## src/fpsfr_defines.vh

```
/*
 * Register indices, field positions and reset values of the F-page
 * register bank. Byte address on the bus is four times the index.
 * Assumes inclusion by bare name from the bank's design files.
 */
`ifndef FPSFR_DEFINES_VH
`define FPSFR_DEFINES_VH

// Register indices
`define FPSFR_IDX_T1LO      8'h00
`define FPSFR_IDX_PADIR     8'h05
`define FPSFR_IDX_PBDIR     8'h06
`define FPSFR_IDX_PULL      8'h09
`define FPSFR_IDX_PS0       8'h0A
`define FPSFR_IDX_PBOD      8'h0C
`define FPSFR_IDX_CMP       8'h0E
`define FPSFR_IDX_PCON      8'h0F
`define FPSFR_IDX_T1HI      8'h19

// Reset values
`define FPSFR_RST_PADIR     8'hFF
`define FPSFR_RST_PBDIR     6'h3F
`define FPSFR_RST_PULL      8'hFF
`define FPSFR_RST_PS0       8'hFF
`define FPSFR_RST_PBOD      6'h00
`define FPSFR_RST_CMP       8'h0C
`define FPSFR_RST_GIE       1'h0
`define FPSFR_RST_GP5       1'h0
`define FPSFR_RST_LVDS      3'h7
`define FPSFR_RST_GP1       1'h0
`define FPSFR_RST_TIMER_ZERO_RUN      1'h1
`define FPSFR_RST_T1HI      2'h0
`define FPSFR_RST_T1        10'h000

// Field positions
`define FPSFR_PCON_GIE      7
`define FPSFR_PCON_LVD      6
`define FPSFR_PCON_GP5      5
`define FPSFR_PCON_LVDS_HI  4
`define FPSFR_PCON_LVDS_LO  2
`define FPSFR_PCON_GP1      1
`define FPSFR_PCON_TIMER_ZERO_RUN     0
`define FPSFR_CMP_PS_HI     7
`define FPSFR_CMP_PS_LO     4
`define FPSFR_CMP_VS_HI     3
`define FPSFR_CMP_VS_LO     0
`define FPSFR_PULL_PIN5     5
`define FPSFR_T1HI_HI       5
`define FPSFR_T1HI_LO       4

// Bus
`define FPSFR_HTRANS_ACT    1
`define FPSFR_HRESP_OKAY    1'h0

`endif

```

## src/fpsfr_prescaler.v

```verilog
/*
 * Prescaler0 counter whose live value the bank shows read-only.
 * Assumes tick is a one-cycle enable from logic on hclk.
 */
`timescale 1ns/1ps
`include "fpsfr_defines.vh"

module fpsfr_prescaler #(
  parameter WIDTH = 8
) (
  input  wire             hclk,
  input  wire             hresetn,
  input  wire             run,
  input  wire             tick,
  output reg  [WIDTH-1:0] count_q
);

  always @(posedge hclk or negedge hresetn) begin
    if (!hresetn) begin
      count_q <= `FPSFR_RST_PS0;
    end else if (run && tick) begin
      count_q <= count_q + {{(WIDTH-1){1'b0}}, 1'b1};
    end
  end

endmodule

```

## src/fpsfr_timer1.v

```verilog
/*
 * Ten-bit down-counting timer1 core with its reload register.
 * Assumes load and tick are one-cycle enables on hclk; load wins.
 */
`timescale 1ns/1ps
`include "fpsfr_defines.vh"

module fpsfr_timer1 #(
  parameter WIDTH = 10
) (
  input  wire             hclk,
  input  wire             hresetn,
  input  wire             load,
  input  wire [WIDTH-1:0] load_val,
  input  wire             run,
  input  wire             tick,
  output reg  [WIDTH-1:0] count_q
);

  reg [WIDTH-1:0] reload_q;

  always @(posedge hclk or negedge hresetn) begin
    if (!hresetn) begin
      reload_q <= `FPSFR_RST_T1;
      count_q  <= `FPSFR_RST_T1;
    end else if (load) begin
      reload_q <= load_val;
      count_q  <= load_val;
    end else if (run && tick) begin
      // Underflow restarts from the reload value
      if (count_q == {WIDTH{1'b0}}) begin
        count_q <= reload_q;
      end else begin
        count_q <= count_q - {{(WIDTH-1){1'b0}}, 1'b1};
      end
    end
  end

endmodule

```

## src/fpsfr_bank.v

```verilog
/*
 * F-page special function register bank on an AHB-Lite slave port:
 * port directions, pulls, open-drain, comparator selection, power
 * control, prescaler0 view and timer1 low/high byte access.
 * Assumes a single-master AHB-Lite bus on hclk, word transfers, and
 * that the core's instruction strobes and ticks are on hclk.
 */
`timescale 1ns/1ps
`include "fpsfr_defines.vh"

// Operation
// [RULE1] Port A direction: set input, clear output
// [RULE2] Port B direction: six bits, set input
// [RULE3] Port A pull-ups active low, except pin5
// [RULE4] Pin5 bit controls pull-down, active low
// [RULE5] Software avoids pull-ups on crystal pins
// [RULE6] Prescaler0 count read-only, live, resets ones
// [RULE7] Port B open-drain bits, reset cleared
// [RULE8] Zero voltage select means pad-to-pad mode
// [RULE9] Nonzero select gives code/16 supply reference
// [RULE10] Pad-to-voltage: codes 0-3 pick pad 0-3
// [RULE11] Pad-to-pad: fixed four pin pair combinations
// [RULE12] Timer0 enable bit runs timer0, resets set
// [RULE13] Three-bit low-voltage threshold, reset 111
// [RULE14] Low-voltage flag read-only status bit six
// [RULE15] Global interrupt enable gates all, resets clear
// [RULE16] Enable/disable instructions set/clear interrupt enable
// [RULE17] Two spare read/write bits, reset clear
// [RULE18] Timer1 low read returns live count
// [RULE19] Timer1 low write loads ten-bit count
// [RULE20] High-byte bits hold/return timer1 bits 9:8
// [RULE21] Unused pad codes disconnect; reserved read zero
module fpsfr_bank #(
  parameter T1_WIDTH  = 10,
  parameter PS0_WIDTH = 8
) (
  input  wire        hclk,
  input  wire        hresetn,
  input  wire        hsel,
  input  wire [31:0] haddr,
  input  wire [1:0]  htrans,
  input  wire        hwrite,
  input  wire [2:0]  hsize,
  input  wire [31:0] hwdata,
  input  wire        hready,
  output reg         hreadyout,
  output reg         hresp,
  output reg  [31:0] hrdata,
  input  wire        irq_enable_instr,
  input  wire        irq_disable_instr,
  input  wire        ps0_tick,
  input  wire        t1_run,
  input  wire        t1_tick,
  input  wire        low_voltage_raw,
  output reg  [7:0]  port_a_direction,
  output reg  [5:0]  port_b_direction,
  output reg  [7:0]  port_a_pullup_en,
  output reg         pin5_pulldown_en,
  output reg  [5:0]  port_b_open_drain,
  output reg         pad_to_pad_mode,
  output reg  [3:0]  cmp_ref_level,
  output reg  [3:0]  cmp_noninv_pad,
  output reg  [3:0]  cmp_inv_pad,
  output reg  [2:0]  low_voltage_threshold,
  output reg         global_irq_enable,
  output reg         timer_zero_run
);

  // Register state
  reg [7:0]           padir_q;
  reg [5:0]           pbdir_q;
  reg [7:0]           pull_q;
  reg [5:0]           pbod_q;
  reg [7:0]           cmp_q;
  reg                 gie_q;
  reg                 gp5_q;
  reg [2:0]           lvds_q;
  reg                 gp1_q;
  reg                 timer_zero_run_q;
  reg [1:0]           t1hi_q;
  reg                 lvd_meta_q;
  reg                 lvd_sync_q;

  // Bus state
  reg                 wr_pend_q;
  reg                 rd_pend_q;
  reg [7:0]           idx_q;

  wire [T1_WIDTH-1:0]  t1_count;
  wire [PS0_WIDTH-1:0] ps0_count;
  wire                 addr_take;
  wire                 wr_now;
  wire [7:0]           wdat;
  wire [3:0]           vs;
  wire [3:0]           ps;
  wire [7:0]           pcon_rd;
  reg  [31:0]          rd_mux;
  wire                 wr_pcon;
  wire                 t1_load;

  assign addr_take = hsel && hready && htrans[`FPSFR_HTRANS_ACT];
  assign wr_now    = wr_pend_q;
  assign wdat      = hwdata[7:0];
  assign vs        = cmp_q[`FPSFR_CMP_VS_HI:`FPSFR_CMP_VS_LO];
  assign ps        = cmp_q[`FPSFR_CMP_PS_HI:`FPSFR_CMP_PS_LO];

  // One-hot pad pick for pad-to-voltage mode
  function [3:0] p2v_pad;
    input [3:0] code;
    begin
      if (code[3:2] == 2'b00) begin
        p2v_pad = 4'h1 << code[1:0];
      end else begin
        p2v_pad = 4'h0;
      end
    end
  endfunction

  // One-hot pad pick for pad-to-pad mode; inv swaps the pin pair
  function [3:0] p2p_pad;
    input [3:0] code;
    input       inv;
    begin
      if (code[3:2] == 2'b00) begin
        p2p_pad = 4'h1 << {code[1], code[0] ^ inv};
      end else begin
        p2p_pad = 4'h0;
      end
    end
  endfunction

  // Register index match for the current data phase
  function idx_is;
    input [7:0] idx;
    input [7:0] want;
    begin
      idx_is = (idx == want);
    end
  endfunction

  assign wr_pcon = wr_now && idx_is(idx_q, `FPSFR_IDX_PCON);
  assign t1_load = wr_now && idx_is(idx_q, `FPSFR_IDX_T1LO);

  // Bus address and data phases
  always @(posedge hclk or negedge hresetn) begin
    if (!hresetn) begin
      wr_pend_q <= 1'b0;
      rd_pend_q <= 1'b0;
      idx_q     <= 8'h00;
      hreadyout <= 1'b1;
      hresp     <= `FPSFR_HRESP_OKAY;
      hrdata    <= 32'h0000_0000;
    end else begin
      hresp <= `FPSFR_HRESP_OKAY;
      if (rd_pend_q) begin
        // Second read cycle: earlier writes have landed
        hrdata    <= rd_mux;
        hreadyout <= 1'b1;
        rd_pend_q <= 1'b0;
      end else begin
        wr_pend_q <= addr_take && hwrite;
        if (addr_take) begin
          idx_q <= haddr[9:2];
        end
        if (addr_take && !hwrite) begin
          rd_pend_q <= 1'b1;
          hreadyout <= 1'b0;
        end
      end
    end
  end

  // Low-voltage detector output from the analog side
  always @(posedge hclk or negedge hresetn) begin
    if (!hresetn) begin
      lvd_meta_q <= 1'b0;
      lvd_sync_q <= 1'b0;
    end else begin
      lvd_meta_q <= low_voltage_raw;
      lvd_sync_q <= lvd_meta_q;
    end
  end

  // Register writes
  always @(posedge hclk or negedge hresetn) begin
    if (!hresetn) begin
      padir_q <= `FPSFR_RST_PADIR;
      pbdir_q <= `FPSFR_RST_PBDIR;
      pull_q  <= `FPSFR_RST_PULL;
      pbod_q  <= `FPSFR_RST_PBOD;
      cmp_q   <= `FPSFR_RST_CMP;
      gp5_q   <= `FPSFR_RST_GP5;
      lvds_q  <= `FPSFR_RST_LVDS;
      gp1_q   <= `FPSFR_RST_GP1;
      timer_zero_run_q  <= `FPSFR_RST_TIMER_ZERO_RUN;
      t1hi_q  <= `FPSFR_RST_T1HI;
    end else if (wr_now) begin
      if (idx_q == `FPSFR_IDX_PADIR) begin
        // [RULE1] all eight direction bits
        padir_q <= wdat;
      end else if (idx_q == `FPSFR_IDX_PBDIR) begin
        // [RULE2] six direction bits
        pbdir_q <= wdat[5:0];
      end else if (idx_q == `FPSFR_IDX_PULL) begin
        pull_q <= wdat;
      end else if (idx_q == `FPSFR_IDX_PBOD) begin
        // [RULE7] six open-drain bits
        pbod_q <= wdat[5:0];
      end else if (idx_q == `FPSFR_IDX_CMP) begin
        cmp_q <= wdat;
      end else if (idx_q == `FPSFR_IDX_PCON) begin
        // [RULE17] spare bits stored only
        gp5_q  <= wdat[`FPSFR_PCON_GP5];
        gp1_q  <= wdat[`FPSFR_PCON_GP1];
        // [RULE13] threshold select
        lvds_q <= wdat[`FPSFR_PCON_LVDS_HI:`FPSFR_PCON_LVDS_LO];
        // [RULE12] timer0 run bit
        timer_zero_run_q <= wdat[`FPSFR_PCON_TIMER_ZERO_RUN];
      end else if (idx_q == `FPSFR_IDX_T1HI) begin
        // [RULE20] upper load bits
        t1hi_q <= wdat[`FPSFR_T1HI_HI:`FPSFR_T1HI_LO];
      end
    end
  end

  // Interrupt enable: instructions win over a bus write
  always @(posedge hclk or negedge hresetn) begin
    if (!hresetn) begin
      gie_q <= `FPSFR_RST_GIE;
    end else if (irq_enable_instr) begin
      // [RULE16] enable instruction sets
      gie_q <= 1'b1;
    end else if (irq_disable_instr) begin
      // [RULE16] disable instruction clears
      gie_q <= 1'b0;
    end else if (wr_pcon) begin
      gie_q <= wdat[`FPSFR_PCON_GIE];
    end
  end

  // [RULE14] flag not writable, synced input
  assign pcon_rd = {gie_q, lvd_sync_q, gp5_q, lvds_q, gp1_q, timer_zero_run_q};

  // Read data select; reserved bits read zero
  always @* begin
    // [RULE21] reserved bits zero
    rd_mux = 32'h0000_0000;
    if (idx_q == `FPSFR_IDX_T1LO) begin
      // [RULE18] live count low byte
      rd_mux[7:0] = t1_count[7:0];
    end else if (idx_q == `FPSFR_IDX_PADIR) begin
      rd_mux[7:0] = padir_q;
    end else if (idx_q == `FPSFR_IDX_PBDIR) begin
      rd_mux[5:0] = pbdir_q;
    end else if (idx_q == `FPSFR_IDX_PULL) begin
      rd_mux[7:0] = pull_q;
    end else if (idx_q == `FPSFR_IDX_PS0) begin
      // [RULE6] live prescaler value
      rd_mux[7:0] = ps0_count[7:0];
    end else if (idx_q == `FPSFR_IDX_PBOD) begin
      rd_mux[5:0] = pbod_q;
    end else if (idx_q == `FPSFR_IDX_CMP) begin
      rd_mux[7:0] = cmp_q;
    end else if (idx_q == `FPSFR_IDX_PCON) begin
      // [RULE16] state read path
      rd_mux[7:0] = pcon_rd;
    end else if (idx_q == `FPSFR_IDX_T1HI) begin
      // [RULE20] live count bits 9:8
      rd_mux[`FPSFR_T1HI_HI:`FPSFR_T1HI_LO] = t1_count[T1_WIDTH-1:T1_WIDTH-2];
    end
  end

  fpsfr_prescaler #(
    .WIDTH (PS0_WIDTH)
  ) u_ps0 (
    .hclk    (hclk),
    .hresetn (hresetn),
    .run     (timer_zero_run_q),
    .tick    (ps0_tick),
    .count_q (ps0_count)
  );

  // [RULE19] low-byte write loads count
  fpsfr_timer1 #(
    .WIDTH (T1_WIDTH)
  ) u_t1 (
    .hclk     (hclk),
    .hresetn  (hresetn),
    .load     (t1_load),
    .load_val ({t1hi_q, wdat}),
    .run      (t1_run),
    .tick     (t1_tick),
    .count_q  (t1_count)
  );

  // Registered control outputs, one cycle behind the registers
  always @(posedge hclk or negedge hresetn) begin
    if (!hresetn) begin
      port_a_direction      <= `FPSFR_RST_PADIR;
      port_b_direction      <= `FPSFR_RST_PBDIR;
      port_a_pullup_en      <= 8'h00;
      pin5_pulldown_en      <= 1'b0;
      port_b_open_drain     <= `FPSFR_RST_PBOD;
      pad_to_pad_mode       <= 1'b0;
      cmp_ref_level         <= 4'h0;
      cmp_noninv_pad        <= 4'h0;
      cmp_inv_pad           <= 4'h0;
      low_voltage_threshold <= `FPSFR_RST_LVDS;
      global_irq_enable     <= `FPSFR_RST_GIE;
      timer_zero_run        <= `FPSFR_RST_TIMER_ZERO_RUN;
    end else begin
      // [RULE1] set bit means input
      port_a_direction <= padir_q;
      // [RULE2] set bit means input
      port_b_direction <= pbdir_q;
      // [RULE3] cleared bit enables pull-up
      port_a_pullup_en <= ~pull_q & 8'hDF;
      // [RULE4] cleared bit enables pull-down
      pin5_pulldown_en <= ~pull_q[`FPSFR_PULL_PIN5];
      // [RULE7] set bit means open-drain
      port_b_open_drain <= pbod_q;
      // [RULE8] zero select is pad-to-pad
      pad_to_pad_mode <= (vs == 4'h0);
      // [RULE9] reference is code sixteenths
      cmp_ref_level <= vs;
      if (vs == 4'h0) begin
        // [RULE11] pin pair per code
        cmp_noninv_pad <= p2p_pad(ps, 1'b0);
        cmp_inv_pad    <= p2p_pad(ps, 1'b1);
      end else begin
        // [RULE10] single pad, reference on inverting
        cmp_noninv_pad <= p2v_pad(ps);
        cmp_inv_pad    <= 4'h0;
      end
      // [RULE13] threshold to detector
      low_voltage_threshold <= lvds_q;
      // [RULE15] enable gates all interrupts
      global_irq_enable <= gie_q;
      // [RULE12] timer0 run
      timer_zero_run <= timer_zero_run_q;
    end
  end

  // [RULE21] other pad codes give all-zero selects above

endmodule

```

## config.mk

```make
export PLATFORM = sky130hd
export DESIGN_NAME = fpsfr_bank
export DESIGN_NICKNAME = d
export VERILOG_FILES = /design/src/fpsfr_prescaler.v /design/src/fpsfr_timer1.v /design/src/fpsfr_bank.v
export VERILOG_INCLUDE_DIRS = /design/src
export SDC_FILE = /design/constraint.sdc
export NUM_CORES = 1
export LEC_CHECK = 0
export ABC_AREA = 1
export CORE_MARGIN = 4
export CORE_UTILIZATION = 55
export DETAILED_ROUTE_END_ITERATION = 8
export DONT_BUFFER_PORTS = 1
export HOLD_SLACK_MARGIN = 0.12
export PLACE_DENSITY = 0.69
export SLEW_MARGIN = 20
export SYNTH_ARGS = -nofsm -noshare
export SYNTH_HDL_FRONTEND = slang
export SYNTH_HIERARCHICAL = 1
export SYNTH_SLANG_ARGS = --single-unit
```

## constraint.sdc

```tcl
create_clock -name hclk -period 2 [get_ports hclk]
set_clock_uncertainty 0.1 [all_clocks]
set_input_delay 0.2 -clock hclk [delete_from_list [all_inputs] [get_ports hclk]]
set_output_delay 0.2 -clock hclk [all_outputs]
set_load 0.01 [all_outputs]
```

==> impl_metrics.ini <==
[status]
status = finished, violations left
violations = hold timing

[clocking]
clock-sinks = 140
cts_tree = built
cts_root_buf = clkbuf_16
cts_buffers = 17
cts-htree-levels = 4
clk_path_buf_depth = 2
clock_latency_ns = 0.42
cts_hold_buffers = 27
clk_pin_slew_ns = 0.06

[sta]
report.final.hold_viol_count = 140
setup_tns_ns = 0
slew_violations = 0
finalCriticalPeriod_ns = 1.874
setup-violations-final = 0
timing.hold.ws_ns = -0.6175
post-route-period-util = 0.9368
max_freq_ghz = 0.5337

[critical_path]
reg2reg_from = u_t1/count_q[0]$_DFFE_PN0P_
cp_data_arrival_time_ns = 2.09
cp-start-kind = flop
cp_max_fo = 7
path_class = flop to flop
path_common_cell = nand2_1
worst-path-buf-inv = 2
reg2reg_slack_ns = 0.13
crit_path_end_kind = flop
reg2regPathDepth = 11
cp_cell_sequence = inv_2 > ha_2 > inv_1 > nor2_2 > nand3_2 > nor2_4 > nand3_4 > nand2_1 > nand2_1 > nand2_1 > a21oi_2
worstPathRequired_ns = 2.21
cpPeakStageDelay_ns = 0.42
crit_slowest_cell = dfrtp_1
r2r_end = u_t1/count_q[7]$_DFFE_PN0P_
crit_family = simple AND/OR/NAND/NOR gates

[route]
drt-wirelength-per-cell_um = 15.56
dr.pass1.iters = 7
drc = 0
wl_mm = 13.86
ant_nets = 0
routed_via_density = 5.228
drt_iter0_markers = 307
vias = 4658

[logic_synthesis]
syn-cell-area_sq_mm = 0.006228
yosysSeqAreaShare = 0.5735
syn_inst = 697
post-synth-top-area-fraction = 0.3415
syn_avg_cell_area_sq_um = 8.936
synth_area_leaders = dfrtp_1 (34%), dfstp_2 (23%), nand2_1 (11%), inv_1 (4.6%), nor2_1 (4.0%)
ys_ff_latch = 140
yosysWarningCount = 6
synth_top_cell_by_area = dfrtp_1
synth_cell_types = 37

[finish]
diodes = 0
final_area_sq_mm = 0.007258
area_growth_pct = 16.53
drive_gt1_frac = 0.1931
nets = 820

[pwr]
internal-power_mw = 5.702
power_frac_clock = 0.457
seqPwrFrac = 0.444
p_per_area_mw_per_mm2 = 1042
p_sw_frac = 0.2460
pwr-share-comb = 0.099
finalPower_mw = 7.562
peakVddDrop_mv = 0.8210
leakage_nw = 3.722
p_switching_mw = 1.860

[placed_design]
place_area_sq_mm = 0.006254
io_buffers = 0
hpwl_mm = 9.661
gp_congestion = 0.8781

[global_route]
grt.total_usage = 0.2247
gr-total-overflow = 0
grt_pass1_vias = 4416
grt_pass1_wl_mm = 22.48
grt_start_max_net_pins = 141
antenna_found_initial = 0

[flow_run]
maxCapViolCount = 0

[die]
initial_core_util = 0.5671
num_io_pins = 161
die_h_um = 114.4
die_w_um = 114.4
die-area_sq_mm = 0.01309
core_area_sq_mm = 0.01098
rows = 38

[hold_path]
worstHoldPathType = primary input to asynchronous set/reset pin
## area by class of cell
cell class              count  area [sq um]
flip-flops and latches    140          3572
well taps                 140         175.2
multi-input cells         455          2160
fillers                   867          3725
inverters                  86         322.8
clock inverters            11         188.9
clock buffers              21         470.5
repair buffers             38         369.1
## kinds of logic (layout without fill, tap and decap cells)
family                   after synthesis  in the layout  synth area share
buffers and inverters                127            156           0.09944
XOR/XNOR                               5              5          0.007032
AO/OA/AOI/OAI                         91             91           0.07754
other                                  1             26         0.0006021
AND/OR/NAND/NOR                      330            330            0.2360
multiplexers                           1              1          0.001808
flip-flops                           140            140            0.5735
adder cells (fa/ha/maj)                2              2          0.004017
## cells in the mapped netlist
cell type / n
nand2_1: 183
dfrtp_1: 85
inv_1: 77
nor2_1: 66
dfstp_2: 55
o21ai_0: 44
buf_4: 29
nand3_1: 26
a21oi_1: 20
o21ai_1: 17
nand4_1: 14
buf_2: 9
nand2_2: 9
inv_2: 7
nor2_4: 6
nor2_2: 5
nor3_1: 5
nor4_1: 5
a21oi_2: 3
buf_6: 3
xor2_1: 3
clkinv_1: 2
ha_1: 2
nand3_2: 2
nand3b_1: 2
nor3_2: 2
o21a_1: 2
o21bai_1: 2
o22ai_1: 2
or2_2: 2
xnor2_1: 2
and2_4: 1
conb_1: 1
mux2_2: 1
nand3_4: 1
nand4_2: 1
o21ai_2: 1
## metal layers
metal / global-route usage / routed length [um] / vias up / share of wire
met5: 0 / 0 / - / 0
met4: 0.09343 / 327 / 0 / 0.024
met3: 0.06607 / 917 / 29 / 0.066
met2: 0.3527 / 6723 / 164 / 0.48
met1: 0.2921 / 5895 / 2222 / 0.43
li1: - / - / 2243 / -
## stage by stage
step | worst slack [ns] | instances | util | hold WS, ns
2_1_floorplan | 0.01233 | 722 | - | -0.1956
3_3_place_gp | 0.01494 | 828 | 0.5694 | -0.1920
3_5_place_dp | -0.06578 | 828 | 0.5694 | -0.1921
4_1_cts | 0.005276 | 889 | 0.6565 | -0.6426
5_1_grt | -0.01320 | 891 | 0.6609 | -0.6455
6_report | 0.1264 | 891 | 0.6609 | -0.6175
## worst max-delay path by stage
stage / cells past startpoint / slack [ns] / to / startpoint
3_5_place_dp: 10 / -0.07 / u_t1/count_q[5]$_DFFE_PN0P_ / idx_q[0]$_DFFE_PN0P_
5_1_grt: 12 / -0.01 / u_t1/count_q[5]$_DFFE_PN0P_ / idx_q[5]$_DFFE_PN0P_
2_1_floorplan: 15 / 0.01 / u_t1/count_q[5]$_DFFE_PN0P_ / idx_q[6]$_DFFE_PN0P_
3_3_place_gp: 10 / 0.01 / u_t1/count_q[5]$_DFFE_PN0P_ / idx_q[0]$_DFFE_PN0P_
6_report: 11 / 0.13 / u_t1/count_q[7]$_DFFE_PN0P_ / u_t1/count_q[0]$_DFFE_PN0P_
4_1_cts: 10 / 0.005 / u_t1/count_q[2]$_DFFE_PN0P_ / idx_q[2]$_DFFE_PN0P_
## power by group through the flow
stage                     Sequential [mW]  Combinational, mW  Clock [mW]
after global placement               3.39              0.649           0
after floorplan                      3.32              0.601           0
final                                3.36              0.747        3.46
after detailed placement             3.40              0.673           0
after global routing                 3.39              0.851        3.65
after CTS                            3.35              0.732        3.51
## what timing repair did
item	CTS	global route
gates resized for setup	1	9
buffers inserted	2	2
hold endpoints to repair	221	140
pin swaps	0	5
setup endpoints to repair	10	37
## flip-flops by register name (all words and copies together), names as in the netlist, 7 cells and up
register,flops
u_ps0/count_q,8
padir_q,8
u_t1/count_q,10
hrdata,8
idx_q,8
port_a_direction,8
port_a_pullup_en,7
pull_q,8
u_t1/reload_q,10
cmp_q,8
## layout by cell type, fill, tap and decap left out, types with 3 or more instances in the layout
master,instances
inv_2,9
nand2_1,182
nand2_2,10
nand3_1,26
clkbuf_8,3
dlygate4sd3_1,27
a21oi_2,5
nand4_1,14
nor4_1,5
bufinv_16,5
nor2_2,5
nor2_1,65
o21ai_1,17
dfrtp_1,85
xor2_1,3
inv_1,75
clkbuf_16,17
o21ai_0,44
a21oi_1,18
nor3_1,5
dfstp_2,55
buf_4,9
clkinv_2,3
nor2_4,7
conb_1,26
Power figures use the tool's default switching activity.
